<file path="src/verilog/aocr_pkg.sv">
// Register map, field layout and shared types for the output config bank
package aocr_pkg;
    // Register addresses on the serial configuration port
    localparam logic [7:0] ADDR_SOFT_RESET  = 8'h00;
    localparam logic [7:0] ADDR_CHAN_A_PAT  = 8'h25;
    localparam logic [7:0] ADDR_FORMAT      = 8'h29;
    localparam logic [7:0] ADDR_CHAN_B      = 8'h2b;
    localparam logic [7:0] ADDR_OFFSET_FIX  = 8'h3d;
    localparam logic [7:0] ADDR_WORD_HIGH   = 8'h3f;
    localparam logic [7:0] ADDR_WORD_LOW    = 8'h40;
    localparam logic [7:0] ADDR_PORT_CTRL   = 8'h41;
    localparam logic [7:0] ADDR_CLK_EDGE    = 8'h42;

    // Value after reset of every register in this bank
    localparam logic [7:0] REG_RESET = 8'h00;

    // Field positions
    localparam int PAT_LSB       = 0;
    localparam int FORMAT_LSB    = 3;
    localparam int GAIN_LSB      = 4;
    localparam int OFFSET_BIT    = 5;
    localparam int SOFT_RST_BIT  = 1;
    localparam int IFACE_LSB     = 6;
    localparam int DRIVE_LSB     = 4;
    localparam int BUFOFF_LSB    = 0;
    localparam int FALL_LSB      = 6;
    localparam int RISE_LSB      = 4;
    localparam int DIGEN_BIT     = 3;
    localparam int WORD_HIGH_W   = 6;

    // Writable bit masks; reserved bits are held at zero
    localparam logic [7:0] MASK_CHAN_A_PAT = 8'h07;
    localparam logic [7:0] MASK_FORMAT     = 8'h18;
    localparam logic [7:0] MASK_CHAN_B     = 8'hf7;
    localparam logic [7:0] MASK_OFFSET_FIX = 8'h20;
    localparam logic [7:0] MASK_WORD_HIGH  = 8'h3f;
    localparam logic [7:0] MASK_WORD_LOW   = 8'hff;
    localparam logic [7:0] MASK_PORT_CTRL  = 8'hf3;
    localparam logic [7:0] MASK_CLK_EDGE   = 8'hf8;

    // Fixed data words
    localparam logic [13:0] TOGGLE_A     = 14'h2aaa;
    localparam logic [13:0] TOGGLE_B     = 14'h1555;
    localparam logic [13:0] WORD_ZEROS   = 14'h0000;
    localparam logic [13:0] WORD_ONES    = 14'h3fff;
    localparam logic [3:0]  GAIN_MAX     = 4'hc;

    // Two-bit codes
    localparam logic [1:0] SEL_ALT       = 2'h3;
    localparam logic [1:0] BUFOFF_B      = 2'h1;
    localparam logic [1:0] BUFOFF_A      = 2'h2;
    localparam logic [1:0] BUFOFF_ALL    = 2'h3;
    localparam logic [1:0] EDGE_FORBID   = 2'h2;

    // Test pattern selection codes
    typedef enum logic [2:0] {
        PAT_NORMAL = 3'h0,
        PAT_ZEROS  = 3'h1,
        PAT_ONES   = 3'h2,
        PAT_TOGGLE = 3'h3,
        PAT_RAMP   = 3'h4,
        PAT_CUSTOM = 3'h5
    } aocr_pattern_type;

    // Serial port write request
    typedef struct packed {
        logic       valid;
        logic [7:0] addr;
        logic [7:0] data;
    } aocr_write_type;

    // Decoded settings presented to the datapath
    typedef struct packed {
        logic        twos_comp;
        logic        cmos_mode;
        logic [1:0]  single_ended_clk_drive;
        logic        chan_a_buf_off;
        logic        chan_b_buf_off;
        logic        clk_buf_off;
        logic [1:0]  out_clk_fall_shift;
        logic [1:0]  out_clk_rise_shift;
        logic        offset_fix_on;
        logic [3:0]  chan_b_gain_code;
        logic        digital_on;
    } aocr_config_type;
endpackage : aocr_pkg

</file>
<file path="src/verilog/aocr_regs.sv">
// Output path configuration registers with test pattern generation
//
// Function
// - Channel A three-bit pattern: normal, zeros, ones, toggle, ramp, custom.
// - Toggle pattern alternates 2AAAh and 1555h on successive samples.
// - Channel B pattern field uses the same encodings as channel A.
// - Format field 11 gives offset binary, other values twos complement.
// - Channel B gain nibble, half-decibel steps, 0000 to 1100.
// - Offset register bit 5 enables offset correction.
// - Custom word: 3Fh bits 5..0 high, 40h bits 7..0 low.
// - Interface field 11 selects parallel CMOS, other values DDR LVDS.
// - Two-bit CMOS output clock drive strength, 00 maximum.
// - Buffer-off: 01 chan B, 10 chan A, 11 both plus clock.
// - Digital enable bit 3 must be set for patterns, gain, offset.
// - Every register in this bank reads 00h after reset.
// - Software reset bit restores defaults and clears itself.
// - One write updates all fields of a register together.
`timescale 1ns/1ns
module aocr_regs #(
    parameter int DATA_W = 14
) (
    input  wire logic                     mclk,
    input  wire logic                     resetn,
    input  wire aocr_pkg::aocr_write_type wr,
    input  wire logic [7:0]               rd_addr,
    output logic [7:0]                    rd_data,
    input  wire logic                     sample_en,
    input  wire logic [DATA_W-1:0]        conv_a,
    input  wire logic [DATA_W-1:0]        conv_b,
    output logic [DATA_W-1:0]             out_a,
    output logic [DATA_W-1:0]             out_b,
    output logic                          out_a_en,
    output logic                          out_b_en,
    output logic                          out_clk_en,
    output aocr_pkg::aocr_config_type     cfg,
    output logic                          edge_code_illegal
);

    // Datapath is fixed at fourteen bits: the toggle, all-ones and custom
    // words are built for that width, so any other width is refused
    if (DATA_W != 14) begin : g_width_check
        $error("aocr_regs supports only DATA_W of 14");
    end

    // Stored bytes; reserved bit positions always hold zero
    logic [7:0] chan_a_pat;
    logic [7:0] fmt;
    logic [7:0] chan_b;
    logic [7:0] offset_fix;
    logic [7:0] word_high;
    logic [7:0] word_low;
    logic [7:0] port_ctrl;
    logic [7:0] clk_edge;

    // Next values from the write decode
    logic [7:0] next_chan_a_pat;
    logic [7:0] next_fmt;
    logic [7:0] next_chan_b;
    logic [7:0] next_offset_fix;
    logic [7:0] next_word_high;
    logic [7:0] next_word_low;
    logic [7:0] next_port_ctrl;
    logic [7:0] next_clk_edge;

    // Pulse from a write of the software reset bit
    logic       soft_reset;

    // Masked write: reserved bits are stored as zero whatever the host sends
    function automatic logic [7:0] masked(input logic [7:0] d,
                                          input logic [7:0] m);
        masked = d & m;
    endfunction : masked

    // Per-channel buffer-off: its own code, or 11 which takes everything
    function automatic logic chan_off(input logic [1:0] code,
                                      input logic [1:0] own);
        chan_off = code == own || code == aocr_pkg::BUFOFF_ALL;
    endfunction : chan_off

    // Two-bit selects in which only 11 picks the alternative setting
    function automatic logic alt_code(input logic [1:0] code);
        alt_code = code == aocr_pkg::SEL_ALT;
    endfunction : alt_code

    // Edge code 10 has no defined placement in CMOS mode
    function automatic logic edge_forbidden(input logic [1:0] code);
        edge_forbidden = code == aocr_pkg::EDGE_FORBID;
    endfunction : edge_forbidden

    // Gain codes above six decibels have no defined step, so they clamp
    function automatic logic [3:0] clamp_gain(input logic [3:0] code);
        clamp_gain = code > aocr_pkg::GAIN_MAX ? aocr_pkg::GAIN_MAX
                                               : code;
    endfunction : clamp_gain

    // Pattern word for one channel given its code and sample phase
    function automatic logic [DATA_W-1:0] pattern_word(
        input logic [2:0]        code,
        input logic [DATA_W-1:0] conv,
        input logic              phase,
        input logic [DATA_W-1:0] ramp,
        input logic [DATA_W-1:0] custom,
        input logic              dig_on,
        input logic              offset_bin);
        logic [DATA_W-1:0] w;
        w = conv;
        if (dig_on) begin
            unique case (code)
                aocr_pkg::PAT_ZEROS:  w = aocr_pkg::WORD_ZEROS;
                aocr_pkg::PAT_ONES:   w = aocr_pkg::WORD_ONES;
                aocr_pkg::PAT_TOGGLE: w = phase ? aocr_pkg::TOGGLE_B
                                                : aocr_pkg::TOGGLE_A;
                aocr_pkg::PAT_RAMP:   w = ramp;
                aocr_pkg::PAT_CUSTOM: w = custom;
                default:              w = conv; // Normal and unused codes
            endcase
        end
        // Offset binary flips the sign bit of twos complement data
        if (offset_bin) begin
            w[DATA_W-1] = ~w[DATA_W-1];
        end
        pattern_word = w;
    endfunction : pattern_word

    // Soft reset pulse: the bit never stores, so it reads back as zero
    assign soft_reset = wr.valid && wr.addr == aocr_pkg::ADDR_SOFT_RESET
                        && wr.data[aocr_pkg::SOFT_RST_BIT];

    // Next register values; whole byte replaced at once
    // Reserved bits are masked on the way in so readback shows zeros
    always_comb begin
        // Every byte holds unless written
        next_chan_a_pat = chan_a_pat;
        next_fmt        = fmt;
        next_chan_b     = chan_b;
        next_offset_fix = offset_fix;
        next_word_high  = word_high;
        next_word_low   = word_low;
        next_port_ctrl  = port_ctrl;
        next_clk_edge   = clk_edge;
        // Software reset returns every byte here to its reset value
        if (soft_reset) begin
            next_chan_a_pat = aocr_pkg::REG_RESET;
            next_fmt        = aocr_pkg::REG_RESET;
            next_chan_b     = aocr_pkg::REG_RESET;
            next_offset_fix = aocr_pkg::REG_RESET;
            next_word_high  = aocr_pkg::REG_RESET;
            next_word_low   = aocr_pkg::REG_RESET;
            next_port_ctrl  = aocr_pkg::REG_RESET;
            next_clk_edge   = aocr_pkg::REG_RESET;
        end else if (wr.valid) begin
            unique case (wr.addr)
                aocr_pkg::ADDR_CHAN_A_PAT: next_chan_a_pat =
                    masked(wr.data, aocr_pkg::MASK_CHAN_A_PAT);
                aocr_pkg::ADDR_FORMAT: next_fmt =
                    masked(wr.data, aocr_pkg::MASK_FORMAT);
                aocr_pkg::ADDR_CHAN_B: next_chan_b =
                    masked(wr.data, aocr_pkg::MASK_CHAN_B);
                aocr_pkg::ADDR_OFFSET_FIX: next_offset_fix =
                    masked(wr.data, aocr_pkg::MASK_OFFSET_FIX);
                aocr_pkg::ADDR_WORD_HIGH: next_word_high =
                    masked(wr.data, aocr_pkg::MASK_WORD_HIGH);
                aocr_pkg::ADDR_WORD_LOW: next_word_low =
                    masked(wr.data, aocr_pkg::MASK_WORD_LOW);
                aocr_pkg::ADDR_PORT_CTRL: next_port_ctrl =
                    masked(wr.data, aocr_pkg::MASK_PORT_CTRL);
                aocr_pkg::ADDR_CLK_EDGE: next_clk_edge =
                    masked(wr.data, aocr_pkg::MASK_CLK_EDGE);
                default: ; // Other addresses belong to neighbouring banks
            endcase
        end
    end

    // Register storage, cleared by the pin reset
    // Only constants in the reset branch, so it stays a true async clear
    always_ff @(posedge mclk or negedge resetn) begin
        if (!resetn) begin
            chan_a_pat <= aocr_pkg::REG_RESET;
            fmt        <= aocr_pkg::REG_RESET;
            chan_b     <= aocr_pkg::REG_RESET;
            offset_fix <= aocr_pkg::REG_RESET;
            word_high  <= aocr_pkg::REG_RESET;
            word_low   <= aocr_pkg::REG_RESET;
            port_ctrl  <= aocr_pkg::REG_RESET;
            clk_edge   <= aocr_pkg::REG_RESET;
        end else begin
            chan_a_pat <= next_chan_a_pat;
            fmt        <= next_fmt;
            chan_b     <= next_chan_b;
            offset_fix <= next_offset_fix;
            word_high  <= next_word_high;
            word_low   <= next_word_low;
            port_ctrl  <= next_port_ctrl;
            clk_edge   <= next_clk_edge;
        end
    end

    // Readback mux; unmapped addresses read zero
    // Combinational so a read answers in the cycle it is asked
    always_comb begin
        unique case (rd_addr)
            aocr_pkg::ADDR_CHAN_A_PAT: rd_data = chan_a_pat;
            aocr_pkg::ADDR_FORMAT:     rd_data = fmt;
            aocr_pkg::ADDR_CHAN_B:     rd_data = chan_b;
            aocr_pkg::ADDR_OFFSET_FIX: rd_data = offset_fix;
            aocr_pkg::ADDR_WORD_HIGH:  rd_data = word_high;
            aocr_pkg::ADDR_WORD_LOW:   rd_data = word_low;
            aocr_pkg::ADDR_PORT_CTRL:  rd_data = port_ctrl;
            aocr_pkg::ADDR_CLK_EDGE:   rd_data = clk_edge;
            // Address 00h lands here too: the reset bit never stores
            default:                   rd_data = 8'h00;
        endcase
    end

    // Field decode
    logic [1:0]        bufoff;
    logic [1:0]        iface;
    logic [DATA_W-1:0] custom_word;
    logic [3:0]        gain_raw;
    always_comb begin
        // Raw fields pulled out of the stored bytes
        bufoff      = port_ctrl[aocr_pkg::BUFOFF_LSB +: 2];
        iface       = port_ctrl[aocr_pkg::IFACE_LSB +: 2];
        custom_word = {word_high[aocr_pkg::WORD_HIGH_W-1:0],
                       word_low};
        gain_raw    = chan_b[aocr_pkg::GAIN_LSB +: 4];
        // Output coding and interface choice
        cfg.twos_comp = !alt_code(fmt[aocr_pkg::FORMAT_LSB +: 2]);
        cfg.cmos_mode = alt_code(iface);
        cfg.single_ended_clk_drive =
            port_ctrl[aocr_pkg::DRIVE_LSB +: 2];
        // Buffer power-down; the clock buffer goes only with code 11
        cfg.chan_b_buf_off = chan_off(bufoff, aocr_pkg::BUFOFF_B);
        cfg.chan_a_buf_off = chan_off(bufoff, aocr_pkg::BUFOFF_A);
        cfg.clk_buf_off    = bufoff == aocr_pkg::BUFOFF_ALL;
        // Clock edge placement passes straight through to the edge logic
        cfg.out_clk_fall_shift = clk_edge[aocr_pkg::FALL_LSB +: 2];
        cfg.out_clk_rise_shift = clk_edge[aocr_pkg::RISE_LSB +: 2];
        cfg.digital_on = clk_edge[aocr_pkg::DIGEN_BIT];
        // Gain and offset take effect only with digital functions on
        cfg.offset_fix_on = offset_fix[aocr_pkg::OFFSET_BIT]
                            && cfg.digital_on;
        cfg.chan_b_gain_code = cfg.digital_on ? clamp_gain(gain_raw)
                                              : 4'h0;
        // Status only: a forbidden code is stored, the host must fix it
        edge_code_illegal = cfg.cmos_mode &&
            (edge_forbidden(cfg.out_clk_fall_shift) ||
             edge_forbidden(cfg.out_clk_rise_shift));
    end

    // Sample-rate pattern state: toggle phase and ramp counter
    // Both advance on every sample, whichever pattern is selected
    logic              phase;
    logic              next_phase;
    logic [DATA_W-1:0] ramp;
    logic [DATA_W-1:0] next_ramp;
    // Output words, held between samples
    logic [DATA_W-1:0] next_out_a;
    logic [DATA_W-1:0] next_out_b;
    always_comb begin
        next_phase = phase;
        next_ramp  = ramp;
        next_out_a = out_a;
        next_out_b = out_b;
        if (soft_reset) begin
            // Restart both sequences; the output words keep their last value
            next_phase = 1'b0;
            next_ramp  = aocr_pkg::WORD_ZEROS;
        end else if (sample_en) begin
            next_phase = ~phase;
            next_ramp  = ramp + 14'h0001; // Wraps naturally
            // Both channels share one phase and ramp so they stay aligned
            next_out_a = pattern_word(chan_a_pat[2:0], conv_a, phase, ramp,
                custom_word, cfg.digital_on, !cfg.twos_comp);
            next_out_b = pattern_word(chan_b[2:0], conv_b, phase, ramp,
                custom_word, cfg.digital_on, !cfg.twos_comp);
        end
    end

    // Output data registers; soft reset also restarts the ramp
    always_ff @(posedge mclk or negedge resetn) begin
        if (!resetn) begin
            phase <= 1'b0;
            ramp  <= aocr_pkg::WORD_ZEROS;
            out_a <= aocr_pkg::WORD_ZEROS;
            out_b <= aocr_pkg::WORD_ZEROS;
        end else begin
            phase <= next_phase;
            ramp  <= next_ramp;
            out_a <= next_out_a;
            out_b <= next_out_b;
        end
    end

    // Buffer enables, high while the buffer drives
    assign out_a_en   = !cfg.chan_a_buf_off;
    assign out_b_en   = !cfg.chan_b_buf_off;
    // Clock buffer stays on unless both data buffers are off too
    assign out_clk_en = !cfg.clk_buf_off;

endmodule : aocr_regs

</file>
<file path="config.mk">
export PLATFORM = sky130hd
export DESIGN_NAME = aocr_regs
export DESIGN_NICKNAME = d
export VERILOG_FILES = /design/src/verilog/aocr_pkg.sv /design/src/verilog/aocr_regs.sv
export SDC_FILE = /design/constraint.sdc
export NUM_CORES = 1
export LEC_CHECK = 0
export ABC_AREA = 1
export BUFFER_PORTS_ARGS = -buffer_cell sky130_fd_sc_hd__buf_4
export CAP_MARGIN = 25
export CORE_ASPECT_RATIO = 2
export CORE_MARGIN = 10
export CORE_UTILIZATION = 28
export DETAILED_ROUTE_END_ITERATION = 8
export GPL_TIMING_DRIVEN = 0
export PLACE_DENSITY = 0.47
export SYNTH_ARGS = -nofsm -noshare
export SYNTH_HDL_FRONTEND = slang
export SYNTH_SLANG_ARGS = --single-unit
</file>
<file path="constraint.sdc">
create_clock -name mclk -period 3.8 [get_ports mclk]
set_input_delay 0.76 -clock mclk [delete_from_list [all_inputs] [get_ports mclk]]
set_output_delay 0.76 -clock mclk [all_outputs]
set_load 0.03 [all_outputs]
</file>
=== After elaboration in Yosys (flattened, before gate mapping) ===
Cells that the tools add are included.

* Memory bits (writable): 0
* Memories: 0
* Bits in registers: 107
* Bits in read-only memories: 0
* Output and inout port bits: 57
* Input port bits: 56
* Latch bits: 0

* Shift-type cells: 0
* Bitwise operators: 4
* Equality and inequality tests: 33
* Divide/modulo/power cells: 0
* Reductions and logical operators: 31
* $lt $le $gt $ge: 1
* $add $sub $neg: 1
* Muxes and demuxes: 42
* $mul: 0

{| class="wikitable"
|+ Operator list
! operator !! count
|-
| two-way mux 8 bit || 24
|-
| case mux 14 bit (5 select lines) || 2
|-
| two-way mux 14 bit || 9
|-
| equality test 8 x 6 -> 1 bit, second input constant || 10
|-
| case mux 8 bit (8 select lines) || 1
|-
| equality test 8 x 7 -> 1 bit, second input constant || 6
|-
| nonzero test 2 bit || 10
|-
| AND reduction 2 bit || 9
|-
| adder 14 x 1 -> 14 bit, second input constant || 1
|-
| equality test 2 bit, second input constant || 6
|-
| equality test 3 x 2 -> 1 bit, second input constant || 4
|-
| equality test 3 bit, second input constant || 4
|-
| logical NOT 8 bit || 1
|-
| two-way mux 4 bit || 2
|-
| equality test 3 x 1 -> 1 bit, second input constant || 2
|-
| greater-than comparator 4 bit, second input constant || 1
|-
| logical AND 1 bit || 4
|-
| logical NOT 1 bit || 4
|-
| two-way mux 1 bit || 4
|-
| inverter 1 bit || 4
|-
| logical OR 1 bit || 3
|-
| equality test 2 x 1 -> 1 bit, second input constant || 1
|}

=== Longest topological paths before layout ===
Gate-level depths: netlist (run 1).

* Depth after elaboration: 7
* Depth in mapped cells: 11
* Mapped depth without buffers: 10

=== Least setup slack after synthesis (run 1) ===
No wires, ideal clock.

* Path type: input-to-output
* From: input port rd_addr[3]
* To: output port rd_data[2]
* Path slack: 1.060 ns
* Stages: 5
* Arrival time: 1.980 ns
* Cells stage by stage: inv_1 nand2_1 nor3_1 nand2_1 o2111ai_1

* Cells in the longest elaborated chain, start to end: 2
* Elaborated cells on any way between the ends: 9
* Those cells by class: eq/ne: 8; mux: 1

{| class="wikitable"
|+ Ends and longest elaborated chain
! element !! RTL line !! text
|-
| start, declared || aocr_regs.sv:25 || <nowiki>input wire logic [7:0] rd_addr,</nowiki>
|-
| equality test 8 x 7 -> 1 bit / equality test 8 x 6 -> 1 bit (equally long branches) || aocr_regs.sv:201 || <nowiki>unique case (rd_addr)</nowiki>
|-
| case mux 8 bit (8 select lines) * || aocr_regs.sv:201 ||
|-
| end, declared || aocr_regs.sv:26 || <nowiki>output logic [7:0] rd_data,</nowiki>
|}

Mark *: on every way between the ends. The rest lies on a longest branch, timed or not.

=== Worst setup path after layout (run 1) ===
* From: input port rd_addr[3]
* To: output port rd_data[7]

Same word-level chain as after synthesis.

==> flow_summary_export.csv, run 1 <==
group,metric,value,unit
status,status,"completed",
clock_tree,clk-insertion-delay-late,0.34,ns
sta,max_freq,0.316,GHz
power,combPwrFrac,21.1,%
clock_tree,cts_inserted_buffers,9,
final_layout,syn_to_final_growth,30.7,%
setup_path,end_kind,"output port",
grt,grt_max_degree,82,
grt,grt_overflow,0,
yosys,synth_edf_count,0,
placed_design,hpwl,15100,um
clock_tree,postCtsSetupBuffers,0,
grt,use_met1,14.9,%
sta,fin_crit_sh,83.3,%
sta,whs,0.252,ns
power,p_int,1.79,mW
grt,track_usage,15.9,%
power,leakagePower,3.16,nW
final_layout,ff_latch_area,2030,um2
yosys,yosysWarnings,0,
yosys,yosysUniqueCellTypes,29,
grt,met3_usage,2.82,%
final_layout,n_antenna_cell,0,
clock_tree,holdBufCountCts,0,
sta,rsz0062_at_grt,"false",
final_layout,fill_cells,1867,
yosys,ys_seq_area_share,42.6,%
floorplan,std_cell_rows,67,
clock_tree,clockRootBuffer,"clkbuf_16",
sta,finalMaxSlewViolations,0,
yosys,syn_avg_cell_area,6.85,um2
sta,fin_skew,0.00960,ns
power,power_density,415,nW/um2
route,drtAntennaViolNets,0,
route,drt-total-wl,18300,um
yosys,synth_top_cell_area_share,42.6,%
grt,antenna_found_initial,0,
clock_tree,cts_num_sinks,81,
grt,use_met2,30.5,%
grt,busiest_layer,"met2",
sta,worst_pin_slew,0.709,ns
power,sequentialPowerShare,40.5,%
sta,finalHoldViolations,0,
yosys,syn_area,4760,um2
flow_run,drv_cap,0,
floorplan,coreArea,16800,um2
setup_path,rrSetupSlack,2.05,ns
power,switchingPower,0.790,mW
final_layout,drive_gt1_share,20.3,%
floorplan,io_pins,113,
yosys,synth_area_leaders,"dfrtp_1, nand2_1, nor2_1, inv_1, nand3_1",
sta,setup_viol,0,
setup_path,crit_path_max_fanout,6,
setup_path,path_class,"in -> out",
power,vdd_ir_drop_max,0.197,mV
setup_path,cp.required,3.04,ns
clock_tree,clock_path_buffers,2,
floorplan,die_h,204,um
clock_tree,cts_resized,0,
placed_design,globalplace.congestion,0.883,
route,vias,4865,
power,total_power,2.58,mW
yosys,synth_cells,694,
yosys,synth_largest_area_cell,"dfrtp_1",
power,clkPwrFrac,38.4,%
hold_path,hold_path_class,"in -> async",
yosys,synth_flop_cell,"dfrtp_1",
clock_tree,clkTransAtPathRegs,0.06,ns
final_layout,fin_nets,875,
setup_path,worst_setup_path_start_kind,"input pin",
clock_tree,cts_tree,"built",
sta,setup_ws,0.634,ns
grt,grt_pass1_vias,5035,
grt,grt_pass1_wl,28400,um
yosys,synth_common_cells,"nand2_1, nor2_1, dfrtp_1",
placed_design,post-place-ws,0.649,ns
route,routedWlPerCell,17.8,um
power,swShare,30.6,%
yosys,ys_ff_latch,81,
sta,tns,0,ns
yosys,async_reset_ff_share,100,%
placed_design,io_buffer_count,112,
sta,slew_headroom,52.4,%
floorplan,die_x,112,um
setup_path,r2r_start,"chan_b[0]$_DFFE_PN0P_",
yosys,yosysMostFrequentCell,"nand2_1",
setup_path,critPathLaunch,"rd_addr[3]",
route,drc_errors,0,
route,drt_iter0_markers,178,
final_layout,multiInputGateArea,2240,um2
floorplan,initial_core_util,28.4,%
sta,period_minus_slack,3.17,ns
setup_path,arrival,2.41,ns
floorplan,die-area,22900,um2
route,vias_per_cell,4.73,
route,dr.pass1.iters,5,
clock_tree,htreeDepth,3,
yosys,synth_nets,751,
## path summary, 6_finish.rpt
kind                                            end  cells past startpoint
setup / recovery                         rd_data[7]                      7
hold / removal             port_ctrl[5]$_DFFE_PN0P_                      1
setup reg to reg               out_b[5]$_DFFE_PN0P_                      7
hold reg to reg                out_b[4]$_DFFE_PN0P_                      2
max in group asynchronous      out_b[0]$_DFFE_PN0P_                      2
min in group mclk              out_b[4]$_DFFE_PN0P_                      2
## stage by stage
stage | instances | cell area (um2) | utilization (%)
2_1_floorplan | 694 | 4760 | -
3_3_place_gp | 1013 | 5860 | 34.9
3_5_place_dp | 1013 | 5860 | 34.9
4_1_cts | 1028 | 6190 | 36.9
5_1_grt | 1029 | 6220 | 37.1
6_report | 1029 | 6220 | 37.1
## final cells by class
cell class	count	share of cell area (%)
clock buffers	10	3.68
clock inverters	5	1.69
repair buffers	113	14.0
multi-input cells	505	36.0
plain buffers	28	3.04
inverters	80	4.83
well taps	207	4.17
flip-flops and latches	81	32.6
## worst max-delay path, stage by stage
cell	delay [ns]
buf_4	0.12
inv_1	0.08
nand2_1	0.12
nor3_1	0.55
nand2_1	0.27
o2111ai_1	0.30
buf_4	0.21
## layer usage
metal	vias up	routed length [um]
met1	2235	6420
li1	2461	-
met4	0	820
met2	141	10300
met5	-	0
met3	28	746
## cells in the final DEF (no fill, tap or decap), drive strengths merged
master,instances
a21oi,7
buf,138
bufinv,3
clkbuf,13
clkinv,1
clkinvlp,2
dfrtp,81
ha,1
inv,79
nand2,235
nand3,40
nand3b,2
nand4,9
nor2,100
nor3,10
nor3b,1
nor4,3
o2111ai,4
o21ai,64
o21bai,1
o22ai,27
xor2,1
## kinds of logic after synthesis
| family | share of synthesized area, % |
|---|---|
| XOR/XNOR | 0.184 |
| AND/OR/NAND/NOR | 34.7 |
| AO/OA/AOI/OAI | 11.9 |
| buffers and inverters | 10.3 |
| flip-flops | 42.6 |
| adder cells (fa/ha/maj) | 0.263 |
## power groups by stage
stage | Clock (mW) | Sequential [mW] | Combinational, mW
global placement | 0 | 1.06 | 0.544
floorplan | 0 | 1.10 | 0.264
CTS | 1.02 | 1.05 | 0.551
detailed placement | 0 | 1.06 | 0.549
global route | 1.06 | 1.06 | 0.609
finish | 0.991 | 1.05 | 0.546
## state kept, by name (all words and copies together) (netlist names), 5 cells and up
register	count
word_low	8
chan_b	7
out_b	14
ramp	14
clk_edge	5
word_high	6
out_a	14
port_ctrl	6
No activity file was read; power rests on OpenSTA's default activity.
==> inputs of run 2 (changes only) <==
--- a/config.mk
+++ b/config.mk
@@ -5,7 +5,7 @@
 export SDC_FILE = /design/constraint.sdc
 export NUM_CORES = 1
 export LEC_CHECK = 0
-export ABC_AREA = 1
+export ABC_AREA = 0
 export BUFFER_PORTS_ARGS = -buffer_cell sky130_fd_sc_hd__buf_4
 export CAP_MARGIN = 25
 export CORE_ASPECT_RATIO = 2
@@ -13,7 +13,7 @@
 export CORE_UTILIZATION = 28
 export DETAILED_ROUTE_END_ITERATION = 8
 export GPL_TIMING_DRIVEN = 0
-export PLACE_DENSITY = 0.47
+export PLACE_DENSITY = 0.49
 export SYNTH_ARGS = -nofsm -noshare
 export SYNTH_HDL_FRONTEND = slang
 export SYNTH_SLANG_ARGS = --single-unit
==> constraint.sdc (replaced) <==
create_clock -name mclk -period 2.6 [get_ports mclk]
set_input_delay 0.52 -clock mclk [delete_from_list [all_inputs] [get_ports mclk]]
set_output_delay 0.52 -clock mclk [all_outputs]
set_load 0.03 [all_outputs]
==> flow_summary_export.csv, run 2 <==
group,metric,value,unit
yosys,synth_top_family_by_area,"simple AND/OR/NAND/NOR gates",
sta,rsz0062_at_grt,"false",
floorplan,io_pins,113,
power,p_int,2.61,mW
yosys,yosysWarnings,0,
final_layout,drive_gt1_share,30.4,%
grt,grt_max_degree,64,
sta,fin_crit_sh,96.0,%
setup_path,r2r_start,"chan_b[0]$_DFFE_PN0P_",
grt,grt_overflow,0,
setup_path,arrival,1.98,ns
yosys,synth_xor_area_share,2.10,%
route,vias,4100,
yosys,yosysMostFrequentCell,"dfrtp_1",
yosys,synth_compound_area_share,14.7,%
power,total_power,3.79,mW
power,sequentialPowerShare,41.3,%
clock_tree,cts_num_sinks,81,
power,swShare,31.0,%
clock_tree,clk-insertion-delay-late,0.35,ns
yosys,syn_area,4590,um2
yosys,synth_nets,538,
route,wl_met2,8900,um
power,vdd_ir_drop_max,0.381,mV
final_layout,syn_to_final_growth,31.4,%
yosys,synth_common_cells,"dfrtp_1, nor2_1, nand2_1",
grt,grt_pass1_wl,24800,um
floorplan,coreArea,16200,um2
yosys,async_reset_ff_share,100,%
yosys,syn_avg_cell_area,9.55,um2
route,drt_iter0_markers,138,
yosys,ys_seq_area_share,44.1,%
sta,finalHoldViolations,0,
setup_path,cp_slowest_cell,"dfrtp_1",
sta,finalMaxSlewViolations,0,
route,vias_per_cell,5.06,
clock_tree,cts_resized,4,
setup_path,critPathCapture,"rd_data[0]",
status,status,"completed",
final_layout,n_antenna_cell,0,
grt,grt_pass1_vias,4460,
setup_path,cpPeakStageDelay,0.36,ns
placed_design,globalplace.congestion,0.913,
setup_path,cp_cell_sequence,"clkbuf_2 > buf_2 > a22o_1 > a221o_1 > buf_4",
yosys,synth_flop_cell,"dfrtp_1",
placed_design,dp_cells,795,
clock_tree,cts_inserted_buffers,9,
route,drt-total-wl,16000,um
setup_path,cp.required,2.08,ns
floorplan,std_cell_rows,66,
route,drtAntennaViolNets,0,
yosys,synth_edf_count,0,
setup_path,crit_path_max_fanout,10,
floorplan,die_h,201,um
yosys,ys_ff_latch,81,
sta,slew_headroom,45.8,%
final_layout,final_cell_mix,"buf_4, dfrtp_1, nor2_1, nand2_1, mux2i_1",
route,route.met3.wl,749,um
final_layout,stdcell_count,810,
clock_tree,clkTransAtPathRegs,0.07,ns
placed_design,io_buffer_count,109,
final_layout,utilization,37.3,%
clock_tree,clock_path_buffers,2,
yosys,yosysUniqueCellTypes,52,
power,switchingPower,1.18,mW
sta,whs,0.0454,ns
yosys,synth_area_leaders,"dfrtp_1, mux2_2, mux2i_1, nor2_1, o22ai_1",
final_layout,mostFrequentLayoutCell,"buf_4",
yosys,synth-simple-area-share,19.2,%
hold_path,hold_path_class,"in -> async",
route,routedWlPerCell,19.8,um
sta,fin_skew,0.0108,ns
clock_tree,cts_tree,"built",
setup_path,path_class,"reg -> out",
route,drc_errors,0,
floorplan,initial_core_util,28.4,%
sta,max_freq,0.400,GHz
yosys,synthAdderAreaFrac,0.272,%
final_layout,reg_top3,"out_a x14, out_b x14, ramp x14",
grt,track_usage,14.1,%
floorplan,die-area,22200,um2
power,clkPwrFrac,37.0,%
flow_run,drv_cap,0,
placed_design,hpwl,13000,um
clock_tree,htreeDepth,3,
setup_path,r2r_cells,6,
yosys,synth_top_cell_area_share,44.1,%
setup_path,worstReg2RegEnd,"out_b[11]$_DFFE_PN0P_",
clock_tree,holdBufCountCts,0,
floorplan,die_x,111,um
route,m1WireLength,5700,um
setup_path,critPathLaunch,"chan_b[0]$_DFFE_PN0P_",
final_layout,fin_nets,658,
clock_tree,postCtsSetupBuffers,0,
grt,antenna_found_initial,0,
power,combPwrFrac,21.7,%
route,dr.max_layer_used,"met4",
setup_path,worst_setup_path_start_kind,"flip-flop",
sta,period_minus_slack,2.50,ns
sta,worst_pin_slew,0.807,ns
yosys,synth_cells,481,
route,dr.pass1.iters,5,
setup_path,end_kind,"output port",
yosys,synth_largest_area_cell,"dfrtp_1",
power,leakagePower,2.77,nW
sta,setup_viol,0,
power,power_density,628,nW/um2
clock_tree,clockRootBuffer,"clkbuf_16",
setup_path,rrSetupSlack,0.69,ns
yosys,synthMuxAreaShare,15.9,%
sta,tns,0,ns
## run 2: cell count changes in the layout (fill, tap and decap cells not counted), moves of 7 or more
| cell | delta |
|---|---|
| nand3_1 | -30 |
| xnor2_1 | +8 |
| nor2b_1 | +12 |
| nor2_1 | -48 |
| nand2_1 | -188 |
| mux2_2 | +33 |
| inv_1 | -62 |
| o21ai_1 | -27 |
| buf_4 | -7 |
| clkbuf_1 | +11 |
| mux2i_1 | +36 |
## run 2: logic make-up (layout without fill, tap and decap cells)
kind of cell | after synthesis | count (layout)
and+or+nand+nor | 172 | 172
DFF | 81 | 81
buffers and inverters | 41 | 166
adders and majority gates | 1 | 1
muxes | 69 | 69
AOI/OAI and AO/OA | 106 | 106
xor gates and xnor gates | 11 | 11
## run 2: worst min path at each step
stage	from	to	slack, ns	cells past startpoint
final	resetn	clk_edge[6]$_DFFE_PN0P_	0.05	1
after global routing	resetn	clk_edge[6]$_DFFE_PN0P_	0.05	1
after CTS	resetn	clk_edge[6]$_DFFE_PN0P_	0.05	1
after detailed placement	resetn	clk_edge[6]$_DFFE_PN0P_	0.42	1
after global placement	out_a[8]$_DFFE_PN0P_	out_a[8]$_DFFE_PN0P_	0.46	2
after floorplan	resetn	chan_a_pat[0]$_DFFE_PN0P_	0.22	0
## run 2: worst max-delay path: cells and delay by family (launching register included)
kind | cells | cell delay [ns]
AO/OA/AOI/OAI | 2 | 0.56
buffers and inverters | 3 | 0.71
flip-flops | 1 | 0.36
## run 2: power groups by stage
stage / Clock [mW] / Sequential (mW) / Combinational, mW
after global routing: 1.48 / 1.59 / 0.907
after detailed placement: 0 / 1.58 / 0.841
after floorplan: 0 / 1.62 / 0.425
final: 1.40 / 1.57 / 0.823
after CTS: 1.43 / 1.56 / 0.844
after global placement: 0 / 1.58 / 0.823
## run 2: area by class of cell
type | count | area [um2]
inverters | 12 | 45.0
well taps | 204 | 255
clock buffers | 10 | 239
flip-flops and latches | 81 | 2030
repair buffers | 110 | 846
clock inverters | 6 | 91.3
multi-input cells | 359 | 2400
plain buffers | 28 | 126
fillers | 1741 | 10200
## run 2: per-layer routing
metal  global-route usage (%)  vias up
met5                        0        -
met4                     7.52        0
met3                     3.37       27
met2                     27.2      136
met1                     13.2     1949
li1                         -     1988
## run 2: through the flow
step                      instance area, um2  setup slack, ns
final                                   6030            0.103
after global routing                    6030           0.0267
after CTS                               6030           0.0570
after detailed placement                5690           -0.115
after global placement                  5670          -0.0967
after floorplan                         4590           0.0712
